--- config.mk ---
export PLATFORM = sky130hd
export DESIGN_NAME = tmis_top
export DESIGN_NICKNAME = d
export VERILOG_FILES = /design/src/hw/tmis_pkg.sv /design/src/hw/tmis_cnt_if.sv /design/src/hw/tmis_counter.sv /design/src/hw/tmis_top.sv
export VERILOG_INCLUDE_DIRS = /design/src /design/src/hw
export SDC_FILE = /design/constraint.sdc
export NUM_CORES = 1
export LEC_CHECK = 0
export ABC_AREA = 1
export BUFFER_PORTS_ARGS = -buffer_cell sky130_fd_sc_hd__buf_4
export CAP_MARGIN = 25
export CORE_MARGIN = 1.5
export CORE_UTILIZATION = 25
export CTS_BUF_LIST = sky130_fd_sc_hd__clkbuf_4 sky130_fd_sc_hd__clkbuf_8
export CTS_CLUSTER_SIZE = 16
export DETAILED_ROUTE_END_ITERATION = 12
export GPL_TIMING_DRIVEN = 0
export PLACE_DENSITY = 0.36
export SLEW_MARGIN = 30
export SYNTH_ARGS = -nofsm -noshare
export SYNTH_HDL_FRONTEND = slang
export SYNTH_SLANG_ARGS = --single-unit
--- constraint.sdc ---
create_clock -name clk_sys -period 4.4 [get_ports clk_sys]
set_input_delay 0.22 -clock clk_sys [delete_from_list [all_inputs] [get_ports clk_sys]]
set_output_delay 0.22 -clock clk_sys [all_outputs]
set_load 0.05 [all_outputs]
--- src/hw/tmis_defines.svh ---
// Register offsets, field positions and reset values of the timer interrupt block
`ifndef TMIS_DEFINES_SVH
`define TMIS_DEFINES_SVH

`define TMIS_ADDR_W        8
`define TMIS_CTL_A_OFF     8'h00
`define TMIS_CTL_B_OFF     8'h04
`define TMIS_LOAD_A_OFF    8'h08
`define TMIS_LOAD_B_OFF    8'h0c
`define TMIS_MASK_OFF      8'h10
`define TMIS_RAW_OFF       8'h14
`define TMIS_MIS_OFF       8'h20
`define TMIS_ICR_OFF       8'h24

`define TMIS_B_XFER_BIT    13
`define TMIS_B_MATCH_BIT   11
`define TMIS_B_CEVT_BIT    10
`define TMIS_B_CMAT_BIT    9
`define TMIS_B_TO_BIT      8
`define TMIS_A_XFER_BIT    5
`define TMIS_A_MATCH_BIT   4
`define TMIS_A_CEVT_BIT    2
`define TMIS_A_CMAT_BIT    1
`define TMIS_A_TO_BIT      0

`define TMIS_FLAG_MASK     32'h00002f37
`define TMIS_MIS_RESET     32'h00000000
`define TMIS_LOAD_RESET    32'hffffffff
`define TMIS_CTL_W         3
`define TMIS_CTL_EN_BIT    0
`define TMIS_CTL_PER_BIT   1
`define TMIS_CTL_UP_BIT    2

`endif

--- src/hw/tmis_pkg.sv ---
// Shared types of the timer interrupt block
`include "tmis_defines.svh"

package tmis_pkg;

    typedef enum logic [1:0]
    {
        TMIS_CS_IDLE = 2'b00,
        TMIS_CS_RUN  = 2'b01,
        TMIS_CS_DONE = 2'b11
    } tmis_cnt_e;

    typedef struct packed
    {
        logic [31:0]              raw;
        logic [31:0]              mask;
        logic [31:0]              load_a;
        logic [31:0]              load_b;
        logic [`TMIS_CTL_W-1:0]   ctl_a;
        logic [`TMIS_CTL_W-1:0]   ctl_b;
        logic                     lw_a;
        logic                     lw_b;
        logic [31:0]              rdata;
        logic                     irq;
    } tmis_top_s;

endpackage : tmis_pkg

--- src/hw/tmis_cnt_if.sv ---
// Control and time-out link between the register block and one subtimer counter
interface tmis_cnt_if #(parameter int W = 32);
    logic         enable;
    logic         periodic;
    logic         count_up;
    logic         load_wr;
    logic [W-1:0] load_val;
    logic         timeout;

    modport ctl
    (
        output enable, periodic, count_up, load_wr, load_val,
        input  timeout
    );

    modport cnt
    (
        input  enable, periodic, count_up, load_wr, load_val,
        output timeout
    );
endinterface : tmis_cnt_if

--- src/hw/tmis_counter.sv ---
// One subtimer counter that pulses time-out when it reaches its limit
module tmis_counter #(
    parameter int W = 32
) (
    input  wire logic clk_sys,
    input  wire logic rst,
    tmis_cnt_if.cnt   c
);
    import tmis_pkg::*;

    typedef struct packed
    {
        tmis_cnt_e    state;
        logic [W-1:0] cnt;
        logic         timeout;
    } tmis_cnt_s;

    tmis_cnt_s q;
    tmis_cnt_s next_q;
    logic      at_limit;
    logic [W-1:0] start_val;

    if (W < 2 || W > 32)
    begin : g_chk
        $error("tmis_counter: W must be 2..32");
    end

    // Down counts end at zero, up counts end at the load value
    assign at_limit  = c.count_up ? (q.cnt == c.load_val) : (q.cnt == '0);
    assign start_val = c.count_up ? '0 : c.load_val;

    always_comb
    begin
        next_q = q;
        next_q.timeout = 1'b0;
        case (q.state)
            TMIS_CS_IDLE:
            begin
                next_q.cnt = start_val;
                if (c.enable)
                    next_q.state = TMIS_CS_RUN;
            end
            TMIS_CS_RUN:
            begin
                if (!c.enable)
                    next_q.state = TMIS_CS_IDLE;
                else if (c.load_wr)
                    next_q.cnt = start_val;
                else if (at_limit)
                begin
                    next_q.timeout = 1'b1;
                    if (c.periodic)
                        next_q.cnt = start_val;
                    else
                        next_q.state = TMIS_CS_DONE;
                end
                else if (c.count_up)
                    next_q.cnt = q.cnt + 1'b1;
                else
                    next_q.cnt = q.cnt - 1'b1;
            end
            TMIS_CS_DONE:
            begin
                if (!c.enable)
                    next_q.state = TMIS_CS_IDLE;
            end
            default:
            begin
                next_q = '0;
            end
        endcase
    end

    always_ff @(posedge clk_sys)
    begin
        if (rst)
            q <= '0;
        else
            q <= next_q;
    end

    assign c.timeout = q.timeout;
endmodule : tmis_counter

--- src/hw/tmis_top.sv ---
// Timer interrupt status block: raw, mask, masked status and clear registers
//
// Added by the designer: strobed register access.
`include "tmis_defines.svh"

module tmis_top #(
    parameter int CNT_W = 32
) (
    input  wire logic                    clk_sys,
    input  wire logic                    rst,
    input  wire logic [`TMIS_ADDR_W-1:0] addr,
    input  wire logic [31:0]             wdata,
    input  wire logic                    wr,
    input  wire logic                    rd,
    output logic [31:0]                  rdata,
    output logic                         irq,
    input  wire logic                    a_match_evt,
    input  wire logic                    a_capture_event_evt,
    input  wire logic                    a_capture_match_evt,
    input  wire logic                    a_xfer_done_evt,
    input  wire logic                    b_match_evt,
    input  wire logic                    b_capture_event_evt,
    input  wire logic                    b_capture_match_evt,
    input  wire logic                    b_xfer_done_evt
);
    import tmis_pkg::*;

    tmis_top_s   q;
    tmis_top_s   next_q;
    logic [31:0] set_vec;
    logic [31:0] clr_vec;
    logic [31:0] mis_now;

    tmis_cnt_if #(.W(CNT_W)) cnt_a ();
    tmis_cnt_if #(.W(CNT_W)) cnt_b ();

    if (CNT_W < 2 || CNT_W > 32)
    begin : g_chk
        $error("tmis_top: CNT_W must be 2..32");
    end

    // Masked view, also used for the interrupt output
    function automatic logic [31:0] masked(input logic [31:0] raw,
                                           input logic [31:0] msk);
        masked = raw & msk & `TMIS_FLAG_MASK;
    endfunction : masked

    function automatic logic hit(input logic [`TMIS_ADDR_W-1:0] a,
                                 input logic [`TMIS_ADDR_W-1:0] off);
        hit = (a == off);
    endfunction : hit

    // Counter controls come from flops so that a load write and the
    // new load value reach the counter in the same cycle
    assign cnt_a.enable   = q.ctl_a[`TMIS_CTL_EN_BIT];
    assign cnt_a.periodic = q.ctl_a[`TMIS_CTL_PER_BIT];
    assign cnt_a.count_up = q.ctl_a[`TMIS_CTL_UP_BIT];
    assign cnt_a.load_wr  = q.lw_a;
    assign cnt_a.load_val = q.load_a[CNT_W-1:0];
    assign cnt_b.enable   = q.ctl_b[`TMIS_CTL_EN_BIT];
    assign cnt_b.periodic = q.ctl_b[`TMIS_CTL_PER_BIT];
    assign cnt_b.count_up = q.ctl_b[`TMIS_CTL_UP_BIT];
    assign cnt_b.load_wr  = q.lw_b;
    assign cnt_b.load_val = q.load_b[CNT_W-1:0];

    tmis_counter #(.W(CNT_W)) u_cnt_a
    (
        .clk_sys (clk_sys),
        .rst     (rst),
        .c       (cnt_a.cnt)
    );

    tmis_counter #(.W(CNT_W)) u_cnt_b
    (
        .clk_sys (clk_sys),
        .rst     (rst),
        .c       (cnt_b.cnt)
    );

    always_comb
    begin
        set_vec = '0;
        set_vec[`TMIS_B_XFER_BIT]  = b_xfer_done_evt;
        set_vec[`TMIS_B_MATCH_BIT] = b_match_evt;
        set_vec[`TMIS_B_CEVT_BIT]  = b_capture_event_evt;
        set_vec[`TMIS_B_CMAT_BIT]  = b_capture_match_evt;
        set_vec[`TMIS_B_TO_BIT]    = cnt_b.timeout;
        set_vec[`TMIS_A_XFER_BIT]  = a_xfer_done_evt;
        set_vec[`TMIS_A_MATCH_BIT] = a_match_evt;
        set_vec[`TMIS_A_CEVT_BIT]  = a_capture_event_evt;
        set_vec[`TMIS_A_CMAT_BIT]  = a_capture_match_evt;
        set_vec[`TMIS_A_TO_BIT]    = cnt_a.timeout;
    end

    // Only ones clear; zeros and reserved bits are ignored
    assign clr_vec = (wr && hit(addr, `TMIS_ICR_OFF)) ?
                     (wdata & `TMIS_FLAG_MASK) : 32'h00000000;

    assign mis_now = masked(q.raw, q.mask);

    always_comb
    begin
        next_q = q;
        next_q.lw_a = 1'b0;
        next_q.lw_b = 1'b0;
        // A new event wins over a clear in the same cycle
        next_q.raw = ((q.raw & ~clr_vec) | set_vec) & `TMIS_FLAG_MASK;
        if (wr)
        begin
            case (addr)
                `TMIS_CTL_A_OFF:  next_q.ctl_a = wdata[`TMIS_CTL_W-1:0];
                `TMIS_CTL_B_OFF:  next_q.ctl_b = wdata[`TMIS_CTL_W-1:0];
                `TMIS_LOAD_A_OFF:
                begin
                    next_q.load_a = wdata;
                    next_q.lw_a   = 1'b1;
                end
                `TMIS_LOAD_B_OFF:
                begin
                    next_q.load_b = wdata;
                    next_q.lw_b   = 1'b1;
                end
                `TMIS_MASK_OFF:   next_q.mask = wdata & `TMIS_FLAG_MASK;
                // Masked status has no storage of its own, so writes fall away
                default:          next_q.mask = q.mask;
            endcase
        end
        next_q.rdata = 32'h00000000;
        if (rd)
        begin
            case (addr)
                `TMIS_CTL_A_OFF:  next_q.rdata = {29'h0, q.ctl_a};
                `TMIS_CTL_B_OFF:  next_q.rdata = {29'h0, q.ctl_b};
                `TMIS_LOAD_A_OFF: next_q.rdata = q.load_a;
                `TMIS_LOAD_B_OFF: next_q.rdata = q.load_b;
                `TMIS_MASK_OFF:   next_q.rdata = q.mask;
                `TMIS_RAW_OFF:    next_q.rdata = q.raw;
                `TMIS_MIS_OFF:    next_q.rdata = mis_now;
                default:          next_q.rdata = 32'h00000000;
            endcase
        end
        next_q.irq = |masked(next_q.raw, next_q.mask);
    end

    always_ff @(posedge clk_sys)
    begin
        if (rst)
        begin
            q        <= '0;
            q.raw    <= `TMIS_MIS_RESET;
            q.load_a <= `TMIS_LOAD_RESET;
            q.load_b <= `TMIS_LOAD_RESET;
        end
        else
            q <= next_q;
    end

    assign rdata = q.rdata;
    assign irq   = q.irq;
endmodule : tmis_top

==> impl_metrics.toml <==
[yosys]
synth_area_mm2 = 0.0163
yosysTopAreaCell = "nand2_1"
synth_cell_types = 44
synth_top_area_frac = 0.243
synthCells = 2924
avgSynthCellArea_um2 = 5.58
synthTopCellsByArea = "nand2_1 (24%), dfxtp_1 (24%), inv_1 (11%)"
synth_common_cells = "nand2_1 (1057), inv_1 (468), nor2_1 (322)"
synth_edf_count = 0
yosysMostFrequentCell = "nand2_1"
syn_nets = 3038
yosysWarnings = 0
async_flop_share = 0
seq_area_frac_synth = 0.239
yosys_register_bits = 195
dominantRegCellSynth = "dfxtp_1"

[timing]
max_freq_mhz = 275
holdWs_ns = 0.0825
slew_violations = 0
rsz0062_at_grt = "false"
layout_min_cycle_time_ns = 3.64
maxSlewHeadroom = 0.413
setup_violations = 0
worst_pin_slew_ns = 0.880
fin_ws_ns = 0.764
min_period_over_period = 0.826
final-hold-violation-count = 0
skew_ns = 0.0284

[detailed_routing]
wirelength_um = 78000
drtIter0Drc = 1096
wl_met1_um = 32800
antenna_left = 0
wl_per_cell_um = 19.8
wl_met2_um = 40500
vias = 18100
met3_wirelength_um = 1970
vias_per_cell = 4.61
dr.pass1.iters = 8
drc_errors = 0
maxUsedRoutingLayer = "met4"

[setup_path]
arrival_ns = 4.06
endpoint = "u_cnt_b.q[29]"
r2r_cells = 18
cp-start-kind = "flip-flop"
regToRegStartpoint = "cnt_b.count_up"
cpMostUsedCell = "nand2_1"
r2r_slack_ns = 0.76
path_cells = "buf_2 > inv_1 > clkbuf_4 > ha_1 > nand2_1 > inv_1 > a21oi_1 > nand2_1 > nand2_1 > nand2_1 > nand3_1 > nand2_1 > nand2_1 > nand2_1 > a21oi_1 > nor2_1 > nor2_1 > nor2_1"
slowest_stage = "ha_1"
regToRegEndpoint = "u_cnt_b.q[29]"
crit_type = "flip-flop to flip-flop"
worst-path-max-fanout = 40
endpoint_kind = "flip-flop"
worst_path_largest_cell_delay_ns = 0.49
cp_data_required_time_ns = 4.83
startpoint = "cnt_b.count_up"

[global_routing]
gr-total-overflow = 0
antenna_found_initial = 2
gr-usage-all-layers = 0.234
grt_pass1_wl_um = 116000
grt_max_degree = 41
grt_pass1_vias = 18200

[die]
die_h_um = 258
coreArea_mm2 = 0.0645
io_pins = 85
die_x_um = 258
dieArea_mm2 = 0.0667
start_util = 0.253
rows = 93

[finish]
fin_nets = 3182
multi_input_area_mm2 = 0.00996
syn_to_final_growth_pct = 15.2
postLayoutCellArea_mm2 = 0.0188
fin_cells = 3935
nFillCells = 7428
fin_util = 0.291
regArea_mm2 = 0.00390
drive_gt1_frac = 0.0656

[worst_hold_path]
min_path_type = "input port to flip-flop"

[cts]
cts-resized-gates = 0
cts.clk_slew.worst_paths_ns = 0.10
cts_buffers = 17
clk_latency_ns = 0.58
cts.htree.levels = 4
cts_tree = "built"
clockBufferDepth = 2
cts_root_buf = "clkbuf_8"
clock_sinks = 195

[power_and_ir_drop]
leakagePower_nw = 10.2
p_per_area_mw_per_mm2 = 209
vdd_ir_drop_max_mv = 0.151

[placement]
port_buffers = 84
dpl.hpwl_um = 65900
dp_slack_ns = 0.774
dp_cells = 3864
gp_congestion = 0.928
place_area_mm2 = 0.0180

[job]
drv_cap = 0

[run_status]
outcome = "finished, final reports clean"
-- per-stage QoR --
step                setup TNS [ns]  power (W)
CTS                              0    0.00399
floorplan                        0    0.00238
detailed placement               0    0.00270
global route                     0    0.00414
finish                           0    0.00392
global placement            -13.54    0.00270
-- worst max-delay path, delay by kind of cell, from the launching register on --
| kind | cells | cell delay (ns) |
|---|---|---|
| and+or+nand+nor | 11 | 1.18 |
| adders and majority gates | 1 | 0.49 |
| buffers and inverters | 4 | 1.03 |
| DFF | 1 | 0.32 |
| AOI/OAI and AO/OA | 2 | 0.45 |
-- where the power goes --
| part | switching [W] | internal (W) |
|---|---|---|
| sequential | 0.0000741 | 0.00181 |
| combinational | 0.000522 | 0.000282 |
| clock | 0.000772 | 0.000468 |
-- cells in the final DEF (no fill, tap or decap), types with 40 or more instances in the layout --
| master | instances |
|---|---|
| dlygate4sd3_1 | 40 |
| o211ai_1 | 60 |
| o21ai_0 | 79 |
| ha_1 | 60 |
| buf_4 | 123 |
| a21oi_1 | 173 |
| dfxtp_1 | 195 |
| nor2_1 | 322 |
| nand3_1 | 208 |
| inv_1 | 468 |
| nand2_1 | 1057 |
| clkbuf_1 | 52 |
-- how the worst min path moves through the flow --
stage | start | endpoint | slack (ns) | cells after the start
after global placement | cnt_b.load_val[8] | cnt_b.load_val[8] | 0.45 | 2
after detailed placement | cnt_b.load_val[8] | cnt_b.load_val[8] | 0.46 | 2
after floorplan | wdata[10] | cnt_a.load_val[10] | 0.35 | 2
final | wr | cnt_b.enable | 0.08 | 3
after CTS | wr | cnt_b.enable | 0.02 | 3
after global routing | wr | cnt_b.enable | 0.06 | 3
-- layer usage --
layer | GRT usage | vias to the layer above
li1 | - | 9367
met4 | 0.0874 | 0
met2 | 0.443 | 336
met1 | 0.271 | 8353
met5 | 0 | -
met3 | 0.0220 | 93
-- registers in the layout (all words and copies together), names as in the netlist, 20 cells and up --
signal,count
cnt_a.load_val,32
cnt_b.load_val,32
rdata,32
q,20
u_cnt_b.q,34
u_cnt_a.q,34
-- final cells by class --
cell class | count | area share
Antenna cell | 1 | 0.000133
Buffer | 122 | 0.0354
Clock buffer | 20 | 0.0137
Clock inverter | 10 | 0.00533
Inverter | 474 | 0.0947
Multi-Input combinational cell | 2133 | 0.530
Sequential cell | 195 | 0.208
Tap cell | 855 | 0.0570
Timing Repair Buffer | 125 | 0.0555
-- cell families (layout without fill, tap and decap cells) --
logic type,after synthesis,in the layout,share of synthesized area
AO/OA/AOI/OAI,346,346,0.121
XOR/XNOR,44,44,0.0236
other,0,1,0
flip-flops,195,195,0.239
AND/OR/NAND/NOR,1681,1681,0.418
adder cells (fa/ha/maj),62,62,0.0485
buffers and inverters,596,751,0.150
-- repair_timing --
action / CTS / global route
endpoints found under the hold margin: 83 / 0
hold buffers: 40 / 0
setup buffers: 0 / 0
(Power assumes the default switching activity.)
